==> config.mk <==
export PLATFORM = sky130hd
export DESIGN_NAME = ocdsp_port
export DESIGN_NICKNAME = d
export VERILOG_FILES = /design/src/design/ocdsp_pkg.sv /design/src/design/ocdsp_sh_if.sv /design/src/design/ocdsp_shift.sv /design/src/design/ocdsp_port.sv
export VERILOG_INCLUDE_DIRS = /design/src /design/src/design
export SDC_FILE = /design/constraint.sdc
export NUM_CORES = 1
export LEC_CHECK = 0
export BUFFER_PORTS_ARGS = -buffer_cell sky130_fd_sc_hd__buf_2
export CORE_UTILIZATION = 55
export CTS_CLUSTER_DIAMETER = 60
export DETAILED_ROUTE_END_ITERATION = 7
export GPL_TIMING_DRIVEN = 0
export PLACE_DENSITY = 0.88
export SYNTH_ARGS = -nofsm -noshare
export SYNTH_HDL_FRONTEND = slang
export SYNTH_SLANG_ARGS = --single-unit
==> constraint.sdc <==
create_clock -name mclk_in -period 1.7 [get_ports mclk_in]
set_clock_uncertainty 0.05 [all_clocks]
set_input_delay 0.085 -clock mclk_in [delete_from_list [all_inputs] [get_ports mclk_in]]
set_output_delay 0.085 -clock mclk_in [all_outputs]
set_load 0.02 [all_outputs]
==> src/design/ocdsp_map.svh <==
// Purpose: named constants of the octal converter serial input port
// Assumes: included by bare name from every design file that needs it
// Notes:   widths, counts and reset values only, no logic
`ifndef OCDSP_MAP_SVH
`define OCDSP_MAP_SVH

// word length of the input shift register
`define OCDSP_WORD_W      16
// falling edges needed before a frame rise commits the word
`define OCDSP_UPDATE_CNT  16
// a frame rise before this many falling edges is an abort
`define OCDSP_ABORT_CNT   15
// reset value of the shift register and the committed word
`define OCDSP_WORD_RST    16'h0000
// reset value of the serial chain output bit
`define OCDSP_CHAIN_RST   1'b0

`endif

==> src/design/ocdsp_pkg.sv <==
// Purpose: types shared by the serial input port modules
// Assumes: nothing beyond the constants header
// Notes:   the frame tracker is a two-state machine
package ocdsp_pkg;

  // frame tracker states
  typedef enum logic {
    OCDSP_IDLE,
    OCDSP_SHIFT
  } ocdsp_state_t;

endpackage : ocdsp_pkg

==> src/design/ocdsp_sh_if.sv <==
// Purpose: link between the frame tracker and the shift register
// Assumes: both ends run on the same clock
// Notes:   ctl drives the strobes, sr returns the word and its tail bit
`timescale 1ns/1ps

interface ocdsp_sh_if #(
  parameter int WORD_W = 16
);
  logic              shift_en;
  logic              clr;
  logic              din;
  logic [WORD_W-1:0] word;
  logic              tail;

  modport ctl (output shift_en, output clr, output din, input word, input tail);
  modport sr  (input shift_en, input clr, input din, output word, output tail);
endinterface : ocdsp_sh_if

==> src/design/ocdsp_shift.sv <==
// Purpose: input shift register of the serial port, msb first
// Assumes: shift_en is a one-cycle strobe per serial clock falling edge
// Notes:   tail is the bit about to leave the far end of the register
`timescale 1ns/1ps
`include "ocdsp_map.svh"

module ocdsp_shift
  import ocdsp_pkg::*;
#(
  parameter int WORD_W = 16
) (
  input  wire logic mclk_in,
  input  wire logic srst_in,
  input  wire logic ce_in,
  ocdsp_sh_if.sr    sh
);

  logic [WORD_W-1:0] sr_reg;
  logic [WORD_W-1:0] sr_next;

  // clear wins over shift so a new frame starts from a known word
  assign sr_next = sh.clr ? WORD_W'(`OCDSP_WORD_RST) :
                   sh.shift_en ? {sr_reg[WORD_W-2:0], sh.din} : sr_reg;

  // register, frozen while the clock enable is low
  always_ff @(posedge mclk_in) begin
    if (srst_in) begin
      sr_reg <= WORD_W'(`OCDSP_WORD_RST);
    end else if (ce_in) begin
      sr_reg <= sr_next;
    end
  end

  assign sh.word = sr_reg;
  assign sh.tail = sr_reg[WORD_W-1];

endmodule : ocdsp_shift

==> src/design/ocdsp_port.sv <==
// Purpose: serial input port of an eight-channel converter, sampled on mclk_in
// Assumes: serial clock at most mclk_in/4; all three pins are asynchronous
// Notes:   update_out and abort_out are one-cycle pulses at the frame end
`timescale 1ns/1ps
`include "ocdsp_map.svh"

module ocdsp_port
  import ocdsp_pkg::*;
#(
  parameter int WORD_W = `OCDSP_WORD_W
) (
  input  wire logic              mclk_in,
  input  wire logic              srst_in,
  input  wire logic              ce_in,
  input  wire logic              frame_sel_n_in,
  input  wire logic              sclk_in,
  input  wire logic              sdata_in,
  output logic                   chain_data_out,
  output logic [WORD_W-1:0]      word_out,
  output logic                   update_out,
  output logic                   abort_out
);

  localparam int CW = $clog2(WORD_W + 2);
  localparam logic [CW-1:0] CNT_UPD = CW'(`OCDSP_UPDATE_CNT);
  localparam logic [CW-1:0] CNT_ABT = CW'(`OCDSP_ABORT_CNT);
  localparam logic [CW-1:0] CNT_MAX = CW'(`OCDSP_UPDATE_CNT + 1);

  ////////////////////////////////////////////////////////////////////////////
  // edge helpers

  function automatic logic fell(input logic prev, input logic now);
    return prev & ~now;
  endfunction : fell

  function automatic logic rose(input logic prev, input logic now);
    return ~prev & now;
  endfunction : rose

  ////////////////////////////////////////////////////////////////////////////
  // pin synchronisers; first stage feeds only the second

  logic [2:0] frm_sync_reg;
  logic [2:0] clk_sync_reg;
  logic [1:0] dat_sync_reg;

  // idle levels at reset: frame high, serial clock high, data low
  always_ff @(posedge mclk_in) begin
    if (srst_in) begin
      frm_sync_reg <= 3'h7;
      clk_sync_reg <= 3'h7;
      dat_sync_reg <= 2'h0;
    end else if (ce_in) begin
      frm_sync_reg <= {frm_sync_reg[1:0], frame_sel_n_in};
      clk_sync_reg <= {clk_sync_reg[1:0], sclk_in};
      dat_sync_reg <= {dat_sync_reg[0], sdata_in};
    end
  end

  ////////////////////////////////////////////////////////////////////////////
  // decoded events

  wire frm_fall;
  wire frm_rise;
  wire sclk_fall;
  wire sclk_rise;
  wire din_s;

  assign frm_fall  = fell(frm_sync_reg[2], frm_sync_reg[1]);
  assign frm_rise  = rose(frm_sync_reg[2], frm_sync_reg[1]);
  assign sclk_fall = fell(clk_sync_reg[2], clk_sync_reg[1]);
  assign sclk_rise = rose(clk_sync_reg[2], clk_sync_reg[1]);
  // data taken at the same stage as the clock edge, so setup stays aligned
  assign din_s     = dat_sync_reg[1];

  ////////////////////////////////////////////////////////////////////////////
  // frame tracker state

  ocdsp_state_t      state_reg;
  ocdsp_state_t      state_next;
  logic [CW-1:0]     cnt_reg;
  logic [CW-1:0]     cnt_next;
  logic              chain_reg;
  logic              chain_next;
  logic [WORD_W-1:0] word_reg;
  logic [WORD_W-1:0] word_next;
  logic              upd_reg;
  logic              abt_reg;

  ocdsp_sh_if #(.WORD_W(WORD_W)) sh ();

  // qualifiers of the current frame
  wire in_frame;
  wire shift_now;
  wire full_word;
  wire early_rise;
  wire chain_live;
  wire frame_end;

  assign in_frame   = (state_reg == OCDSP_SHIFT);
  // a clock fall in the same sample as the frame rise is not taken
  assign shift_now  = in_frame & sclk_fall & ~frm_rise;
  assign full_word  = (cnt_reg >= CNT_UPD);
  // exactly fifteen falls is neither abort nor update: treated as abort
  assign early_rise = (cnt_reg <  CNT_UPD);
  // chain moves on the rise after a fall, so the next device takes it on its own fall
  assign chain_live = in_frame & sclk_rise & full_word;
  assign frame_end  = in_frame & frm_rise;

  // next state: a frame opens only on the frame select fall
  always_comb begin
    state_next = state_reg;
    case (state_reg)
      OCDSP_IDLE: begin
        if (frm_fall) begin
          state_next = OCDSP_SHIFT;
        end
      end
      OCDSP_SHIFT: begin
        if (frm_rise) begin
          state_next = OCDSP_IDLE;
        end
      end
      default: begin
        state_next = OCDSP_IDLE;
      end
    endcase
  end

  // fall counter saturates just past one word, enough to see "more than"
  assign cnt_next = (state_reg == OCDSP_IDLE) ? '0 :
                    (shift_now && cnt_reg != CNT_MAX) ? cnt_reg + CW'(1) : cnt_reg;

  // chain shows the register end bit once sixteen falls are in, else low
  assign chain_next = !in_frame  ? `OCDSP_CHAIN_RST :
                      chain_live ? sh.tail : chain_reg;

  // committed word changes only on a complete frame
  assign word_next = (frame_end && full_word) ? sh.word : word_reg;

  // shift register strobes
  assign sh.shift_en = shift_now;
  assign sh.clr      = (state_reg == OCDSP_IDLE) & frm_fall;
  assign sh.din      = din_s;

  // all tracker flops freeze while the clock enable is low
  always_ff @(posedge mclk_in) begin
    if (srst_in) begin
      state_reg <= OCDSP_IDLE;
      cnt_reg   <= '0;
      chain_reg <= `OCDSP_CHAIN_RST;
      word_reg  <= WORD_W'(`OCDSP_WORD_RST);
      upd_reg   <= 1'b0;
      abt_reg   <= 1'b0;
    end else if (ce_in) begin
      state_reg <= state_next;
      cnt_reg   <= cnt_next;
      chain_reg <= chain_next;
      word_reg  <= word_next;
      upd_reg   <= frame_end & full_word;
      abt_reg   <= frame_end & early_rise;
    end
  end

  ocdsp_shift #(
    .WORD_W (WORD_W)
  ) u_shift (
    .mclk_in (mclk_in),
    .srst_in (srst_in),
    .ce_in   (ce_in),
    .sh      (sh)
  );

  // outputs straight from flops; chain pin is driven at all times
  assign chain_data_out = chain_reg;
  assign word_out       = word_reg;
  assign update_out     = upd_reg;
  assign abort_out      = abt_reg;

  ////////////////////////////////////////////////////////////////////////////
  // checks

  shift_take_a: assert property (
    @(posedge mclk_in) disable iff (srst_in)
    (ce_in && shift_now) |=> (sh.word[0] == $past(din_s))
                             && (sh.word[WORD_W-1:1] == $past(sh.word[WORD_W-2:0])))
    else $error("data bit not shifted on serial clock fall");

  update_commit_a: assert property (
    @(posedge mclk_in) disable iff (srst_in)
    (ce_in && frame_end && cnt_reg >= CNT_UPD)
      |=> update_out && !abort_out && (word_out == $past(sh.word)))
    else $error("complete frame did not commit its word");

  abort_drop_a: assert property (
    @(posedge mclk_in) disable iff (srst_in)
    (ce_in && frame_end && cnt_reg < CNT_ABT)
      |=> abort_out && !update_out && $stable(word_out))
    else $error("early frame rise changed the word");

  word_hold_a: assert property (
    @(posedge mclk_in) disable iff (srst_in)
    !update_out |-> word_out == $past(word_out))
    else $error("word output moved without an update");

  idle_noshift_a: assert property (
    @(posedge mclk_in) disable iff (srst_in)
    !in_frame |=> $stable(sh.word) || $past(sh.clr))
    else $error("shift register moved outside a frame");

  chain_quiet_a: assert property (
    @(posedge mclk_in) disable iff (srst_in)
    ((ce_in && !in_frame) || (in_frame && cnt_reg < CNT_UPD)) |=> !chain_data_out)
    else $error("chain output active before sixteen falls");

  chain_tail_a: assert property (
    @(posedge mclk_in) disable iff (srst_in)
    (ce_in && chain_live) |=> chain_data_out == $past(sh.tail))
    else $error("chain output is not the bit leaving the register");

  pulse_single_a: assert property (
    @(posedge mclk_in) disable iff (srst_in)
    update_out |-> !(update_out && abort_out) ##1 (!update_out || !ce_in))
    else $error("update pulse longer than one cycle");

endmodule : ocdsp_port

==> out/results.ini, run 1 <==
[worst_setup_path]
path_max_fanout = 5
worstPathArrival_ns = 1.77
r2r_setup_slack_ns = 0.13
max_stage_delay_ns = 0.43
worstSetupEndpointType = flop
reg2regPathDepth = 6
critical_path_class = reg -> reg
worstPathCellList = inv_1 -> ha_1 -> nand3b_1 -> o211ai_1 -> or4_1 -> o311ai_0
worst_ep_required_time_ns = 1.90
cpMaxStageDelayCell = or4_1
critPathLaunchType = flop
r2r-start = cnt_reg[1]$_SDFFE_PP0P_
r2r-end = cnt_reg[0]$_SDFFE_PP0P_

[synth]
syn_avg_cell_area_um2 = 9.532
yosysSeqAreaShare_pct = 51.72
synth-seq-cells = 49
yosys-top-cells-count = dfxtp_1 (49), nand2_1 (40), a21oi_1 (21), a22o_1 (16)
synthTopCellsByArea = dfxtp_1 (52%), nand2_1 (7.9%), a22o_1 (7.4%)
ys_warn_count = 0
synth_edf_count = 0
synth_top_area_share_pct = 51.72
synth_area_mm2 = 0.001897
synth_flop_cell = dfxtp_1
yosysMostFrequentCell = dfxtp_1
synth_cell_types = 39
async_flop_share_pct = 0
synth_area_leader_cell = dfxtp_1
postSynthCellCount = 199
synth_nets = 208

[detailed_routing]
vias = 1510
drc = 0
first_pass_iters = 4
drtIter0Drc = 61
routed_via_density = 5.451
ant_nets = 0
routed_wl_mm = 3.536
drt-wirelength-per-cell_um = 12.77

[global_route]
grt_pass1_wl_mm = 5.796
grt_pass1_vias = 1346
grt_max_degree = 15
antenna_found_initial = 0
grtUsageTotal_pct = 21.72
gr-total-overflow = 0

[cells_and_area]
area_growth_pct = 14.64
drive_gt1_share_pct = 19.74
diodes = 0
layout.nets = 241
fin_cells = 277
fillers = 270

[place]
pre_cts_ws_ns = 0.09486
place_congestion = 0.8189
dpl.cell_count = 266
place.port_buffers = 23
dp_hpwl_mm = 2.425

[cts]
clk_path_buf_depth = 2
clock-sinks = 49
clk_pin_slew_ns = 0.13
cts_made_buffers = 5
htree_levels = 2
tritoncts = yes
root_buffer = clkbuf_4
clock_latency_ns = 0.36

[timing]
hold_viol = 0
post-route-period-util_pct = 92.41
maxSlewViolCount = 0
finalSetupViolCount = 0
grt_setup_unrepaired = yes
max_slew_margin_pct = 66.23
fmax_ghz = 0.6365
period_needed_ns = 1.571
tightest_slew_ns = 0.5066
setup_slack_ns = 0.1290

[floorplanning]
die_width_um = 60.73
core_area_mm2 = 0.003153
io_pins = 25
dieArea_mm2 = 0.003688
die_h_um = 60.73
rows = 20
floorplan.initialDensity_pct = 60.16

[status]
outcome = complete, no violations

[pwr]
ir_drop_uv = 644.1
p_per_area_mw_per_mm2 = 865.9
leakagePower_nw = 0.8903
p_total_mw = 1.883

[worst_hold_path]
whs_path_depth = 3
whs_endpoint = clk_sync_reg[0]$_SDFFE_PP1P_
hp-start = ce_in
min-delay-path-class = in -> reg

[job]
maxCapViolations = 0

## what timing repair did
| item | CTS | global route |
|---|---|---|
| endpoints found under the setup margin | 0 | 11 |
| buffers inserted | 0 | 0 |
| resized for setup | 0 | 2 |
| hold buffers | 3 | 0 |
| hold endpoints to repair | 3 | 0 |
## layout make-up
type                       count  area (um^2)  share of cell area (%)
buffer                        12        68.82                   3.165
timing repair buffer          26        145.1                   6.674
clock buffer                   7        65.06                   2.992
sequential                    49        982.2                   45.17
inverter                       5        18.77                  0.8631
multi-input combinational    133        834.6                   38.38
clock inverter                 1        5.005                  0.2301
tap                           44        55.05                   2.532
## cells by family after synthesis
family                     after synthesis  synth area share (%)
buffers and inverters                   17                 4.617
AOI/OAI and AO/OA                       57                 21.04
muxes                                    3                 1.649
and+or+nand+nor                         70                 19.00
DFF                                     49                 51.71
adders and majority gates                3                 1.979
## placed cells by master, fill, tap and decap left out, types with 5 or more instances in the layout
cell type,n
o21ai_0,5
buf_2,27
a22o_1,16
a211o_1,5
dfxtp_1,48
nand3_1,5
clkbuf_4,5
a21oi_1,21
inv_1,5
nand2_1,40
## routing by layer
layer  routed length [um]  part of all wire [%]  vias to the layer above  global-route usage, %
li1                     -                     -                      775                      -
met1                 1719                    49                      707                  26.17
met2                 1630                    46                       23                  35.48
met3                  143                   4.0                        5                  7.676
met4                   42                   1.2                        0                  8.766
met5                    0                     0                        -                      0
## stage by stage
step                cell area, um^2  hold WS, ns  setup TNS (ns)  utilization, %
CTS                            2167      0.03652               0           68.73
global placement               2067       0.2370               0           65.56
floorplan                      1897       0.1529               0               -
detailed placement             2067       0.2418               0           65.56
global route                   2175      0.07172        -0.01861           68.97
finish                         2175      0.05165               0           68.97
## power by group
part	internal, mW	switching [mW]
clock network	0.240	0.341
registers	1.16	0.0137
logic	0.0519	0.0722
total	1.46	0.427
## how the worst max path moves through the flow
| stage | startpoint | to | slack, ns | cells past startpoint |
|---|---|---|---|---|
| 3_5_place_dp | clk_sync_reg[2]$_SDFFE_PP1P_ | u_shift.sh.word[6]$_SDFFE_PP0P_ | 0.09 | 5 |
| 4_1_cts | clk_sync_reg[2]$_SDFFE_PP1P_ | u_shift.sh.word[10]$_SDFFE_PP0P_ | 0.06 | 5 |
| 3_3_place_gp | clk_sync_reg[2]$_SDFFE_PP1P_ | u_shift.sh.word[14]$_SDFFE_PP0P_ | 0.14 | 5 |
| 2_1_floorplan | cnt_reg[1]$_SDFFE_PP0P_ | cnt_reg[0]$_SDFFE_PP0P_ | 0.30 | 6 |
| 6_report | cnt_reg[1]$_SDFFE_PP0P_ | cnt_reg[0]$_SDFFE_PP0P_ | 0.13 | 6 |
| 5_1_grt | cnt_reg[1]$_SDFFE_PP0P_ | cnt_reg[0]$_SDFFE_PP0P_ | -0.02 | 6 |
## critical path: cells and delay by family, from the launching register on
family	cells	cell delay, ns
adders and majority gates	1	0.18
DFF	1	0.38
AOI/OAI and AO/OA	2	0.25
buffers and inverters	1	0.07
and+or+nand+nor	2	0.54
No activity file was read; power rests on OpenSTA's default activity.
==> run 2, diff against run 1 <==
--- a/config.mk
+++ b/config.mk
@@ -7,7 +7,9 @@
 export NUM_CORES = 1
 export LEC_CHECK = 0
 export BUFFER_PORTS_ARGS = -buffer_cell sky130_fd_sc_hd__buf_2
-export CORE_UTILIZATION = 55
+export CELL_PAD_IN_SITES_DETAIL_PLACEMENT = 0
+export CELL_PAD_IN_SITES_GLOBAL_PLACEMENT = 1
+export CORE_UTILIZATION = 43
 export CTS_CLUSTER_DIAMETER = 60
 export DETAILED_ROUTE_END_ITERATION = 7
 export GPL_TIMING_DRIVEN = 0
==> run 2 against run 1 <==
  * Non-clock buffer count unchanged
  * First-iteration DRC count increased by 100%
  * Critical path depth unchanged
  * Total power increased by 14%
  * Via count decreased by 1.2%
  * Flip-flop and latch count unchanged
  * Highest routed layer unchanged
  * Clock-buffer cell count decreased by 1
  * Combinational power about the same
  * Core utilization decreased by 15 points
  * Sequential share of layout area decreased by 1.2 points
  * Final area increased by 2.6%
  * Largest power group unchanged
==> out/results.ini, run 2 (synthesis results as in run 1) <==
[worst_hold_path]
whs_endpoint = frm_sync_reg[0]$_SDFFE_PP1P_
min-delay-path-class = in -> reg
hp-start = ce_in
whs_path_depth = 3

[job]
maxCapViolations = 0

[cells_and_area]
fillers = 407
multi_input_area_um2 = 834.6
final_common_cell = dfxtp_1
fin_util_pct = 54.21
seq_area_um2 = 980.9
layout.nets = 241
diodes = 0
drive_gt1_share_pct = 19.31
layout_common_cells = dfxtp_1 (49), nand2_1 (40), buf_2 (27)
area_growth_pct = 17.61

[global_route]
grt_max_degree = 16
grt_pass1_vias = 1352
antenna_found_initial = 0
grtUsageTotal_pct = 17.84
grt_pass1_wl_mm = 6.085
gr-total-overflow = 0

[floorplanning]
die_h_um = 68.42
die_width_um = 68.42
rows = 23
io_pins = 25
core_area_mm2 = 0.004115
dieArea_mm2 = 0.004681
floorplan.initialDensity_pct = 46.09

[worst_setup_path]
worstSetupEndpointType = flop
critical_path_class = reg -> reg
worstPathArrival_ns = 1.68
path_max_fanout = 5
worst_ep_required_time_ns = 1.84
reg2regPathDepth = 6
critPathLaunchType = flop
r2r_setup_slack_ns = 0.17
r2r-start = cnt_reg[1]$_SDFFE_PP0P_
r2r-end = cnt_reg[0]$_SDFFE_PP0P_

[timing]
finalSetupTns_ns = 0
finalSetupViolCount = 0
hold-worst-slack_ns = 0.1155
grt_setup_unrepaired = no
fmax_ghz = 0.6527
hold_viol = 0
maxSlewViolCount = 0
post-route-period-util_pct = 90.13
period_needed_ns = 1.532
max_slew_margin_pct = 67.57
tightest_slew_ns = 0.4864

[cts]
root_buffer = clkbuf_8
clk_pin_slew_ns = 0.08
clock_latency_ns = 0.30
cts_made_buffers = 5
clock-sinks = 49
clk_path_buf_depth = 2
cts_setup_buffers = 0
htree_levels = 2
tritoncts = yes

[pwr]
leakagePower_nw = 0.9060
p_per_area_mw_per_mm2 = 962.0
ir_drop_uv = 554.7
p_total_mw = 2.146

[detailed_routing]
drc = 0
routed_wl_mm = 3.516
drt-wirelength-per-cell_um = 12.42
first_pass_iters = 4
ant_nets = 0
vias = 1492
routed_via_density = 5.272
drtIter0Drc = 124

[place]
dp_hpwl_mm = 2.481
place.port_buffers = 23
place_congestion = 0.8180

[status]
outcome = complete, no violations

## run 2: how the worst max path moves through the flow
stage	from	endpoint	slack (ns)	cells after the start
after floorplan	cnt_reg[1]$_SDFFE_PP0P_	cnt_reg[0]$_SDFFE_PP0P_	0.30	6
after global placement	clk_sync_reg[2]$_SDFFE_PP1P_	u_shift.sh.word[12]$_SDFFE_PP0P_	0.13	5
after detailed placement	clk_sync_reg[2]$_SDFFE_PP1P_	u_shift.sh.word[13]$_SDFFE_PP0P_	0.09	5
after CTS	clk_sync_reg[2]$_SDFFE_PP1P_	u_shift.sh.word[14]$_SDFFE_PP0P_	0.08	5
after global routing	frm_sync_reg[1]$_SDFFE_PP1P_	word_out[0]$_SDFFE_PP0P_	0.02	5
final	cnt_reg[1]$_SDFFE_PP0P_	cnt_reg[0]$_SDFFE_PP0P_	0.17	6
## run 2: timing repair
item | CTS | global route
resized for setup | 0 | 1
hold buffers | 3 | 0
setup endpoints to repair | 0 | 10
hold endpoints to repair | 3 | 0
## run 2: layout make-up
class | instances | area share [%]
Clock inverter | 2 | 1.683
Inverter | 5 | 0.8413
Sequential cell | 49 | 43.97
Multi-Input combinational cell | 133 | 37.41
Buffer | 12 | 3.085
Timing Repair Buffer | 26 | 6.506
Clock buffer | 6 | 3.702
Tap cell | 50 | 2.804
## run 2: per-layer routing
metal	GRT usage, %	routed length [um]	up-vias
li1	-	-	774
met1	22.87	1787	695
met2	28.68	1583	17
met3	4.500	107	6
met4	6.510	38	0
met5	0	0	-
## run 2: worst max-delay path, stage by stage, from the launching register on
cell      delay [ns]
dfxtp_1         0.38
inv_1           0.08
ha_1            0.18
nand3b_1        0.09
o211ai_1        0.14
or4_1           0.42
o311ai_0        0.09
## run 2: through the flow
| stage | cell area, um^2 | setup WS (ns) | std cells |
|---|---|---|---|
| after CTS | 2225 | 0.07755 | 283 |
| after detailed placement | 2074 | 0.09432 | 272 |
| after floorplan | 1897 | 0.2966 | 199 |
| final | 2231 | 0.1678 | 283 |
| after global routing | 2231 | 0.01650 | 283 |
| after global placement | 2074 | 0.1271 | 272 |
## run 2: report_power, final
group / total (mW) / internal, mW / switching [mW]
registers: 1.18 / 1.16 / 0.0132
clock network: 0.848 / 0.478 / 0.370
logic: 0.122 / 0.0519 / 0.0705
